[src/timer_wake_pkg.sv]
// Shared constants, field positions and carrier types of the timer and wake block.
// Assumes a single 50 MHz system clock and an instruction decoder that pulses writes.
`default_nettype none
package timer_wake_pkg;
  localparam int unsigned CLK_HZ          = 50000000;
  localparam int unsigned SUB_OSC_HZ      = 32768;
  localparam int unsigned SUB_DIV_COUNT   = CLK_HZ / SUB_OSC_HZ;
  localparam int unsigned DIV64           = 64;
  localparam int unsigned DIV4            = 4;
  localparam int unsigned DIV1024         = 1024;
  localparam int unsigned VECTOR_FIRST    = 12'h004;
  localparam int unsigned VECTOR_LAST     = 12'h020;
  localparam logic [3:0]  MODE_RESET      = 4'h0;
  localparam logic [7:0]  COUNT_RESET     = 8'h00;
  localparam logic [7:0]  COUNT_WRAP      = 8'hff;
  // Mode bit positions
  localparam int unsigned MODE_SEL0       = 0;
  localparam int unsigned MODE_SEL1       = 1;
  localparam int unsigned MODE_OUT        = 2;
  localparam int unsigned MODE_RUN        = 3;
  // Event flag positions
  localparam int unsigned EV_DIV0         = 0;
  localparam int unsigned EV_TMR0         = 1;
  localparam int unsigned EV_PORT         = 2;
  localparam int unsigned EV_DIV1         = 4;
  localparam int unsigned EV_TMR1         = 7;
  localparam logic [7:0]  EV_USED         = 8'h97;

  typedef struct packed {
    logic       mode0_we;
    logic       mode1_we;
    logic       wake_we;
    logic       low_we;
    logic       high_we;
    logic       ien_we;
    logic       hen_we;
    logic       pen_we;
    logic       evclr_we;
    logic [7:0] data;
  } cpu_write_type;

  typedef struct packed {
    logic en_int;
    logic global_interrupt_disable_instr;
    logic int_ack;
    logic ret;
    logic hold;
    logic stop;
    logic slow_mode;
  } cpu_ctrl_type;
endpackage
`default_nettype wire

[src/rate_divider.sv]
// Enable pulse generator dividing the system clock by a count.
// Assumes the system clock and reset.
`default_nettype none
module rate_divider
  import timer_wake_pkg::*;
#(
  parameter int unsigned DIV = 64
)(
  // Clock and reset
  input  wire logic clk,
  input  wire logic rst,
  // Pulse
  output logic      tick
);
  localparam int unsigned W = (DIV > 1) ? $clog2(DIV) : 1;
  logic [W-1:0] cnt_q;
  logic [W-1:0] cnt_d;
  logic         tick_q;
  logic         tick_d;

  always_comb
  begin
    tick_d = 1'b0;
    cnt_d  = cnt_q + 1'b1;
    if (cnt_q == W'(DIV - 1))
    begin
      cnt_d  = '0;
      tick_d = 1'b1;
    end
  end

  always_ff @(posedge clk or posedge rst)
  begin
    if (rst)
    begin
      cnt_q  <= '0;
      tick_q <= 1'b0;
    end
    else
    begin
      cnt_q  <= cnt_d;
      tick_q <= tick_d;
    end
  end

  assign tick = tick_q;
endmodule // rate_divider
`default_nettype wire

[src/pin_sync.sv]
// Two-stage synchroniser for a bus of asynchronous pins.
// Assumes pins are unrelated to clk.
`default_nettype none
module pin_sync #(
  parameter int unsigned W = 4
)(
  // Clock and reset
  input  wire logic         clk,
  input  wire logic         rst,
  // Pins
  input  wire logic [W-1:0] pin,
  output logic      [W-1:0] sync
);
  logic [W-1:0] meta_q;
  logic [W-1:0] sync_q;

  always_ff @(posedge clk or posedge rst)
  begin
    if (rst)
    begin
      meta_q <= '1;
      sync_q <= '1;
    end
    else
    begin
      meta_q <= pin;
      sync_q <= meta_q;
    end
  end

  assign sync = sync_q;
endmodule // pin_sync
`default_nettype wire

[src/reload_timer_and_wake_control.sv]
// Second auto-reload timer, timer modes, interrupt gating and stop-mode wake.
// Assumes the instruction decoder pulses writes and control strobes for one cycle.
`default_nettype none
module reload_timer_and_wake_control
  import timer_wake_pkg::*;
#(
  parameter int unsigned SUB_DIV = SUB_DIV_COUNT
)(
  // Clock and reset
  input  wire logic          clk,
  input  wire logic          rst,
  // Instruction side
  input  wire cpu_write_type wr,
  input  wire cpu_ctrl_type  ctrl,
  // External events
  input  wire logic          div0_event,
  input  wire logic          div1_event,
  input  wire logic          tmr0_event,
  input  wire logic          port_change,
  input  wire logic          tone_wave,
  // Pins
  input  wire logic [3:0]    wake_input_port,
  output logic               multi_function_output,
  // Status to core
  output logic               irq_req,
  output logic [11:0]        irq_vector,
  output logic               hold_active,
  output logic               stop_active,
  output logic               main_osc_enable,
  output logic [7:0]         event_flags,
  output logic               first_timer_run,
  output logic               first_timer_slow
);
  logic       tick64;
  logic       tick_sub;
  logic [3:0] port_s;

  rate_divider #(.DIV(DIV64)) u_div64
  (
    .clk  (clk),
    .rst  (rst),
    .tick (tick64)
  );

  rate_divider #(.DIV(SUB_DIV)) u_divsub
  (
    .clk  (clk),
    .rst  (rst),
    .tick (tick_sub)
  );

  pin_sync #(.W(4)) u_sync
  (
    .clk  (clk),
    .rst  (rst),
    .pin  (wake_input_port),
    .sync (port_s)
  );

  logic [3:0]  mode0_q, mode0_d, mode1_q, mode1_d, wake_q, wake_d, pen_q, pen_d;
  logic [7:0]  buf_q, buf_d, cnt_q, cnt_d, ev_q, ev_d, ien_q, ien_d, hen_q, hen_d;
  logic        sq_q, sq_d, mfo_q, mfo_d, gie_q, gie_d, irq_q, irq_d;
  logic        hold_q, hold_d, stop_q, stop_d, rehold_q, rehold_d, mosc_q, mosc_d;
  logic [11:0] vec_q, vec_d;
  logic [3:0]  port_prev_q;
  logic        tmr_tick, underflow;
  logic [7:0]  pending;
  logic [3:0]  fall;

  function automatic logic [11:0] vec_of(input logic [7:0] p);
    logic [11:0] v;
    v = 12'(VECTOR_LAST);
    if (p[EV_DIV0])
      v = 12'(VECTOR_FIRST);
    else if (p[EV_TMR0])
      v = 12'h008;
    else if (p[EV_PORT])
      v = 12'h00c;
    else if (p[EV_DIV1])
      v = 12'h010;
    return v;
  endfunction

  // Event flag bit served by a vector
  function automatic logic [7:0] src_of(input logic [11:0] v);
    logic [7:0] m;
    m = 8'h00;
    unique case (v)
      12'(VECTOR_FIRST): m[EV_DIV0] = 1'b1;
      12'h008:           m[EV_TMR0] = 1'b1;
      12'h00c:           m[EV_PORT] = 1'b1;
      12'h010:           m[EV_DIV1] = 1'b1;
      12'(VECTOR_LAST):  m[EV_TMR1] = 1'b1;
      default:           m = 8'h00;
    endcase
    return m;
  endfunction

  always_comb
  begin
    if (mode1_q[MODE_SEL1])
      tmr_tick = tick_sub;
    else if (mode1_q[MODE_SEL0])
      tmr_tick = tick64;
    else
      tmr_tick = 1'b1;
  end

  assign underflow = mode1_q[MODE_RUN] && tmr_tick && !stop_q && !wr.mode1_we
                     && (cnt_q == COUNT_RESET);
  assign fall      = port_prev_q & ~port_s;
  assign pending   = ev_q & ien_q & EV_USED;

  always_comb
  begin
    mode0_d  = mode0_q;
    mode1_d  = mode1_q;
    wake_d   = wake_q;
    pen_d    = pen_q;
    buf_d    = buf_q;
    cnt_d    = cnt_q;
    ev_d     = ev_q;
    ien_d    = ien_q;
    hen_d    = hen_q;
    sq_d     = sq_q;
    gie_d    = gie_q;
    hold_d   = hold_q;
    stop_d   = stop_q;
    rehold_d = rehold_q;
    mosc_d   = mosc_q;
    if (wr.mode0_we)
      mode0_d = wr.data[3:0];
    if (wr.wake_we)
      wake_d = wr.data[3:0];
    if (wr.pen_we)
      pen_d = wr.data[3:0];
    if (wr.low_we)
      buf_d[3:0] = wr.data[3:0];
    if (wr.high_we)
      buf_d[7:4] = wr.data[3:0];
    if (wr.hen_we)
      hen_d = wr.data & EV_USED;
    if (wr.ien_we)
    begin
      ien_d = wr.data & EV_USED;
      gie_d = 1'b1;
    end
    if (ctrl.en_int)
      gie_d = 1'b1;
    if (ctrl.global_interrupt_disable_instr)
      gie_d = 1'b0;
    if (wr.evclr_we)
      ev_d = ev_d & ~wr.data;
    if (ctrl.int_ack)
    begin
      ev_d  = ev_d & ~src_of(vec_q);
      gie_d = 1'b0;
    end
    if (wr.mode1_we)
    begin
      mode1_d = wr.data[3:0];
      if (wr.data[MODE_RUN])
      begin
        cnt_d          = buf_q;
        ev_d[EV_TMR1]  = 1'b0;
      end
    end
    else if (mode1_q[MODE_RUN] && tmr_tick && !stop_q)
    begin
      if (underflow)
        cnt_d = buf_q;
      else
        cnt_d = cnt_q - 8'h01;
    end
    if (underflow)
      sq_d = ~sq_q;
    // Hardware sets win over clears
    if (div0_event)
      ev_d[EV_DIV0] = 1'b1;
    if (tmr0_event)
      ev_d[EV_TMR0] = 1'b1;
    if (div1_event)
      ev_d[EV_DIV1] = 1'b1;
    if (port_change && |pen_q)
      ev_d[EV_PORT] = 1'b1;
    if (underflow)
      ev_d[EV_TMR1] = 1'b1;
    if (ctrl.hold)
      hold_d = 1'b1;
    if (|(ev_d & hen_q))
      hold_d = 1'b0;
    if (hold_q && |pending && gie_q)
    begin
      hold_d   = 1'b0;
      rehold_d = 1'b1;
    end
    if (ctrl.ret && rehold_q)
    begin
      hold_d   = 1'b1;
      rehold_d = 1'b0;
    end
    if (ctrl.stop)
    begin
      mosc_d = 1'b0;
      stop_d = !ctrl.slow_mode;
    end
    if (stop_q && |(fall & wake_q))
    begin
      stop_d = 1'b0;
      mosc_d = 1'b1;
    end
  end

  always_comb
  begin
    mfo_d = mode1_q[MODE_OUT] ? sq_q : tone_wave;
    if (stop_q)
      mfo_d = 1'b1;
    irq_d = gie_q && |pending && !ctrl.int_ack;
    vec_d = vec_of(pending);
  end

  always_ff @(posedge clk or posedge rst)
  begin
    if (rst)
    begin
      mode0_q     <= MODE_RESET;
      mode1_q     <= MODE_RESET;
      wake_q      <= MODE_RESET;
      pen_q       <= MODE_RESET;
      buf_q       <= COUNT_RESET;
      cnt_q       <= COUNT_RESET;
      ev_q        <= COUNT_RESET;
      ien_q       <= COUNT_RESET;
      hen_q       <= COUNT_RESET;
      sq_q        <= 1'b0;
      mfo_q       <= 1'b0;
      gie_q       <= 1'b1;
      irq_q       <= 1'b0;
      hold_q      <= 1'b0;
      stop_q      <= 1'b0;
      rehold_q    <= 1'b0;
      mosc_q      <= 1'b1;
      vec_q       <= 12'(VECTOR_LAST);
      port_prev_q <= 4'hf;
    end
    else
    begin
      mode0_q     <= mode0_d;
      mode1_q     <= mode1_d;
      wake_q      <= wake_d;
      pen_q       <= pen_d;
      buf_q       <= buf_d;
      cnt_q       <= cnt_d;
      ev_q        <= ev_d;
      ien_q       <= ien_d;
      hen_q       <= hen_d;
      sq_q        <= sq_d;
      mfo_q       <= mfo_d;
      gie_q       <= gie_d;
      irq_q       <= irq_d;
      hold_q      <= hold_d;
      stop_q      <= stop_d;
      rehold_q    <= rehold_d;
      mosc_q      <= mosc_d;
      vec_q       <= vec_d;
      port_prev_q <= port_s;
    end
  end

  assign multi_function_output = mfo_q;
  assign irq_req               = irq_q;
  assign irq_vector            = vec_q;
  assign hold_active           = hold_q;
  assign stop_active           = stop_q;
  assign main_osc_enable       = mosc_q;
  assign event_flags           = ev_q;
  assign first_timer_run       = mode0_q[MODE_RUN];
  assign first_timer_slow      = mode0_q[MODE_SEL0];

  run_clear_a: assert property (@(posedge clk) disable iff (rst)
    (wr.mode1_we && wr.data[MODE_RUN] && !underflow) |=> !ev_q[EV_TMR1])
    else $error("start did not clear flag");
  wrap_reload_a: assert property (@(posedge clk) disable iff (rst)
    (underflow && !wr.mode1_we) |=> (cnt_q == $past(buf_q) && ev_q[EV_TMR1]))
    else $error("underflow reload wrong");
  halt_hold_a: assert property (@(posedge clk) disable iff (rst)
    (!mode1_q[MODE_RUN] && !wr.mode1_we) |=> $stable(cnt_q))
    else $error("halted counter moved");
  stop_high_a: assert property (@(posedge clk) disable iff (rst)
    stop_q |=> multi_function_output)
    else $error("output not high in stop");
  out_route_a: assert property (@(posedge clk) disable iff (rst)
    (mode1_q[MODE_OUT] && !stop_q) |=> multi_function_output == $past(sq_q))
    else $error("output routing wrong");
  wake_edge_a: assert property (@(posedge clk) disable iff (rst)
    (stop_q && |(fall & wake_q) && !ctrl.stop) |=> !stop_q)
    else $error("no wake on edge");
  irq_gate_a: assert property (@(posedge clk) disable iff (rst)
    irq_req |-> $past(|pending && gie_q))
    else $error("request without cause");
  sq_toggle_a: assert property (@(posedge clk) disable iff (rst)
    underflow |=> sq_q != $past(sq_q))
    else $error("square did not toggle");
  preset_keep_a: assert property (@(posedge clk) disable iff (rst)
    (wr.low_we && !wr.mode1_we && !mode1_q[MODE_RUN]) |=> $stable(cnt_q))
    else $error("preset disturbed counter");
endmodule // reload_timer_and_wake_control
`default_nettype wire

[config.mk]
export PLATFORM = sky130hd
export DESIGN_NAME = reload_timer_and_wake_control
export DESIGN_NICKNAME = d
export VERILOG_FILES = /design/src/timer_wake_pkg.sv /design/src/rate_divider.sv /design/src/pin_sync.sv /design/src/reload_timer_and_wake_control.sv
export SDC_FILE = /design/constraint.sdc
export NUM_CORES = 1
export LEC_CHECK = 0
export ABC_AREA = 1
export BUFFER_PORTS_ARGS = -buffer_cell sky130_fd_sc_hd__buf_2
export CORE_UTILIZATION = 55
export CTS_CLUSTER_DIAMETER = 30
export DETAILED_ROUTE_END_ITERATION = 8
export PLACE_DENSITY = 0.78
export SLEW_MARGIN = 0
export SYNTH_ARGS = -nofsm -noshare
export SYNTH_HDL_FRONTEND = slang
export SYNTH_SLANG_ARGS = --single-unit
[constraint.sdc]
create_clock -name clk -period 3.3 [get_ports clk]
set_input_delay 0.33 -clock clk [delete_from_list [all_inputs] [get_ports clk]]
set_output_delay 0.33 -clock clk [all_outputs]
set_load 0.01 [all_outputs]
-- Yosys cells after proc, flatten, opt, wreduce, memory -nomap -nowiden
Cells that the tools add are included.
- register bits after elaboration: 101
- bits of input ports: 35
- output and inout bits: 27
- logic and storage cells: 124
- $add $sub $neg: 3
- equality and inequality tests: 8
- multiplexer cells: 51
- bitwise logic cells: 10
- reductions and logical operators: 26
- operator list (kind ; count):
    $mux 8 ; 6
    $mux 1 ; 38
    $and 8x8->8 ; 4
    $mux 6 ; 5
    $eq 12x4->1 const B ; 2
    $not 8->8 ; 2
    $eq 12x3->1 const B ; 1
    $eq 12x5->1 const B ; 1
    $eq 12x6->1 const B ; 1
    $add 11x1->11 const B ; 1
    $eq 11x11->1 const B ; 1
    $logic_and 1x1->1 ; 11
    $mux 11 ; 1
    $and 4x4->4 ; 2
    $logic_not 8->1 ; 1
    $reduce_bool 4->1 ; 2
    $reduce_or 4->1 ; 2
    $reduce_or 8->1 ; 1
    $sub 8x1->8 const B ; 1
    $add 6x1->6 const B ; 1
    $eq 6x6->1 const B ; 1
    $reduce_bool 2->1 ; 3
    $reduce_or 5->1 ; 1
    $logic_not 1->1 ; 4
    5 further kinds ; 5

-- Depth between registers and ports, before layout
- depth after elaboration: 14
- mapped depth: 10
- depth with buffers taken out: 10

-- Cells and area by module
A second synthesis with hierarchy kept.
- cells, all modules: 453
- area, all modules: 4107.7 um^2
- modules (own cells, without submodules) (module ; instances ; cells each ; area an instance (um^2) ; sequential area each (um^2)):
    reload_timer_and_wake_control ; 1 ; 331 ; 2906.5 ; 1610.3
    rate_divider (u_divsub) ; 1 ; 88 ; 699.4 ; 300.3
    rate_divider (u_div64) ; 1 ; 25 ; 287.8 ; 175.2
    pin_sync ; 1 ; 9 ; 214.0 ; 210.2

-- Worst setup path before layout
No wires, ideal clock.
- path kind: reg-to-reg
- from: reg cnt_q[0]
- to: reg cnt_q[0]
- setup time: 0.122 ns
- arrival time: 1.210 ns
- data required time: 3.178 ns
- path slack: 1.968 ns
- cell stages (with the launch flop): 10
- path buffers: 0
- clock period less this slack: 1.332 ns
- cell sequence: dfrtp_1 > inv_1 > ha_1 > nand2_1 > nor2_4 > nand3_4 > nand2_4 > nand2_1 > nand3_1 > o21ai_1
- word-level cells in the longest chain between the ends: 5
- elaborated cells between the ends (all ways): 6
- classes of those cells: add/sub (1); mux (3); reduce/logical (2)
- ends and longest elaborated chain (what ; RTL line ; text):
    start, declared ; reload_timer_and_wake_control.sv:61 ; logic [7:0] buf_q, buf_d, cnt_q, cnt_d, ev_q, ev_d, ien_q, ien_d, hen_q, hen_d;
    start signal, assigned ; reload_timer_and_wake_control.sv:254 ; cnt_q <= cnt_d;
    parallel branches: the longest is 2 deep, another holds $sub 8x1->8 ; - ;
    $mux 8 (*) ; reload_timer_and_wake_control.sv:170 ; if (underflow)
    $mux 8 (*) ; reload_timer_and_wake_control.sv:168 ; else if (mode1_q[MODE_RUN] && tmr_tick && !stop_q)
    $mux 8 (*) ; reload_timer_and_wake_control.sv:159 ; if (wr.mode1_we)
Every way passes the cells marked *. The select of a mux whose other input is x is not followed.
A chain may end at the register's enable or synchronous reset.

-- Final worst setup path
- from: reg cnt_q[0]
- to: reg cnt_q[4]
Same word-level chain as after synthesis.

==> metrics.csv <==
stage;metric;value;unit
status;status;complete, no violations;
clock_network;clk_pin_slew_worst_paths;0.09;ns
routing;first_pass_iters;5;
clock_network;clock-root-buffer;clkbuf_8;
grt;grt_pass1_wl;12.79;mm
final_layout;final_cell_mix;nand2_1 (115), dfrtp_1 (76), buf_2 (53);
clock_network;post_cts_resized;0;
grt;gr-total-overflow;0;
routing;drcViolationCount;0;
critical_path;crit_fanout;10;
placed_design;portBuffers;53;
placed_design;post-dp-hpwl;5.288;mm
routing;routed_wl;7.323;mm
final_layout;layout-drive-gt1-share;23.46;%
pwr;finalPower;2.375;mW
logic_synthesis;yosysWarnings;0;
clock_network;cts_tree;built;
floorplanning;start_util;57.70;%
logic_synthesis;yosysSeqAreaShare;57.61;%
routing;drt_iter0_drc;164;
floorplanning;core_area;6907;sq um
final_layout;synthToLayoutAreaGrowth;13.53;%
final_layout;final_core_util;65.51;%
timing;period_share;45.96;%
job;drv_cap;0;
final_layout;final_common_cell;nand2_1;
timing;setup_slack;1.783;ns
logic_synthesis;ys_types;36;
critical_path;worst_setup_path_start_kind;register;
hold_path;hold_path_class;in -> reg;
timing;finalHoldViolations;0;
grt;antenna_found_initial;0;
timing;max_slew_margin;45.83;%
pwr;leakage;2.285;nW
pwr;ir_drop;0.3617;mV
critical_path;cp.required;3.53;ns
timing;fin_crit;1.517;ns
grt;grt_max_degree;50;
routing;vias_per_cell;4.936;
timing;fin_setup_tns;0;ns
logic_synthesis;postSynthCellCount;420;
routing;vias;2873;
logic_synthesis;avgSynthCellArea;9.488;sq um
clock_network;clock_path_buffers;2;
clock_network;postCtsHoldBufs;0;
critical_path;crit_path_end_kind;register;
floorplanning;die_w;87.12;um
clock_network;clock_latency;0.34;ns
timing;tightest_slew;0.8115;ns
placed_design;gp_congestion;0.8905;
critical_path;cp.arrival;1.75;ns
logic_synthesis;netlist_area;3985;sq um
grt;grt_pass1_vias;2914;
floorplanning;io_pins;62;
clock_network;cts_num_sinks;91;
placed_design;dp_slack;1.792;ns
routing;postRouteAntennaNets;0;
timing;fin_skew;0.005287;ns
final_layout;fill_cells;601;
pwr;power_per_cell_area;524.8;nW/um^2
clock_network;cts-htree-levels;3;
floorplanning;rows;30;
timing;setup_viol;0;
final_layout;n_antenna_cell;0;
clock_network;cts_buffers;9;
routing;routedWlPerCell;12.58;um
critical_path;path_class;reg -> reg;
timing;rsz0062_at_grt;false;
clock_network;post-cts-setup-buffers;0;
floorplanning;fp.dieH;87.12;um
timing;fmax;0.6594;GHz
timing;slew_violations;0;
floorplanning;die_area;7590;sq um
logic_synthesis;ys_ff_latch;91;
grt;grt_use_total;22.29;%
final_layout;layout.nets;521;
[worst max-delay path, stage by stage, from the launching register on]
cell	delay, ns
dfrtp_1	0.40
inv_1	0.12
ha_1	0.16
nand2_1	0.08
nor2_4	0.13
nand3_4	0.15
nand2_4	0.17
nand2_1	0.06
nand3_1	0.08
nand2_1	0.06
[synthesized netlist by cell type, drive strengths merged]
cell type  count  area share (%)
nor3           5             1.0
xnor2          5             1.1
ha             5             1.6
nand3         30             4.4
a211oi         1            0.19
conb           1           0.094
o22ai          2            0.31
a31oi          1            0.16
mux2i          1            0.25
a21oi          8             1.0
o22a           1            0.22
xor2           5             1.1
nand2        119              12
o21ai         23             3.0
mux2           9             2.5
dfrtp         76              48
nand4          6            0.94
buf           11             2.2
inv           50             4.9
or2            3            0.47
dfstp         15             9.9
nor2          36             4.0
a21boi         7             1.3
[routing by layer]
| metal | vias to the layer above | routed length, um | global-route usage [%] | share of wire [%] |
|---|---|---|---|---|
| met1 | 1367 | 3378 | 27.84 | 46 |
| met5 | - | 0 | 0 | 0 |
| met4 | 0 | 136 | 9.985 | 1.9 |
| met2 | 54 | 3538 | 38.01 | 48 |
| li1 | 1440 | - | - | - |
| met3 | 12 | 270 | 4.076 | 3.7 |
[sequential cells by signal (all words and copies together), names as in the netlist, 5 cells and up]
| signal | flops |
|---|---|
| u_divsub.cnt_q | 11 |
| u_div64.cnt_q | 6 |
| buf_q | 8 |
| cnt_q | 8 |
| hen_q | 5 |
| ien_q | 5 |
| event_flags | 8 |
[power breakdown]
group / switching (mW) / internal [mW] / leakage [nW]
Sequential: 0.0632 / 1.22 / 1.09
Clock: 0.372 / 0.368 / 0.0991
Combinational: 0.216 / 0.140 / 1.10
Total: 0.652 / 1.72 / 2.28
[per-stage QoR]
| step | cell area, sq um | cells | hold WS, ns |
|---|---|---|---|
| 3_5_place_dp | 4330 | 566 | 0.3488 |
| 4_1_cts | 4524 | 582 | 0.06374 |
| 3_3_place_gp | 4330 | 566 | 0.3459 |
| 2_1_floorplan | 4011 | 427 | 0.3345 |
| 6_report | 4524 | 582 | 0.07672 |
| 5_1_grt | 4524 | 582 | 0.06507 |
[cell families (layout without fill, tap and decap cells)]
kind of cell | Yosys count | count (layout) | share of synthesized area (%)
AND/OR/NAND/NOR | 199 | 199 | 22.45
other | 1 | 8 | 0.09410
buffers and inverters | 61 | 120 | 7.095
XOR/XNOR | 10 | 10 | 2.198
multiplexers | 10 | 10 | 2.794
AO/OA/AOI/OAI | 43 | 43 | 6.186
adder cells (fa/ha/maj) | 5 | 5 | 1.570
flip-flops | 91 | 91 | 57.61
[worst paths after layout]
| kind | cells after the start | from | endpoint | slack, ns |
|---|---|---|---|---|
| min in group asynchronous | 2 | rst | wake_q[2] | 0.11 |
| worst min register to register | 0 | u_sync.meta_q[2] | u_sync.sync[2] | 0.36 |
| worst max-delay path | 9 | cnt_q[0] | cnt_q[4] | 1.78 |
| max in group asynchronous | 3 | rst | irq_vector[5] | 2.44 |
| worst min-delay path | 1 | wake_input_port[2] | u_sync.meta_q[2] | 0.08 |
| worst max register to register | 9 | cnt_q[0] | cnt_q[4] | 1.78 |
[layout make-up]
class                           instances  area (sq um)  area share [%]
Timing Repair Buffer                   54         285.3           6.305
Clock inverter                          5         52.55           1.162
Tap cell                               96         120.1           2.655
Clock buffer                           11         141.4           3.125
Sequential cell                        91          2296           50.75
Multi-Input combinational cell        275          1433           31.66
Inverter                               50         196.4           4.342
Note: power is estimated with default switching activity, not from simulation.
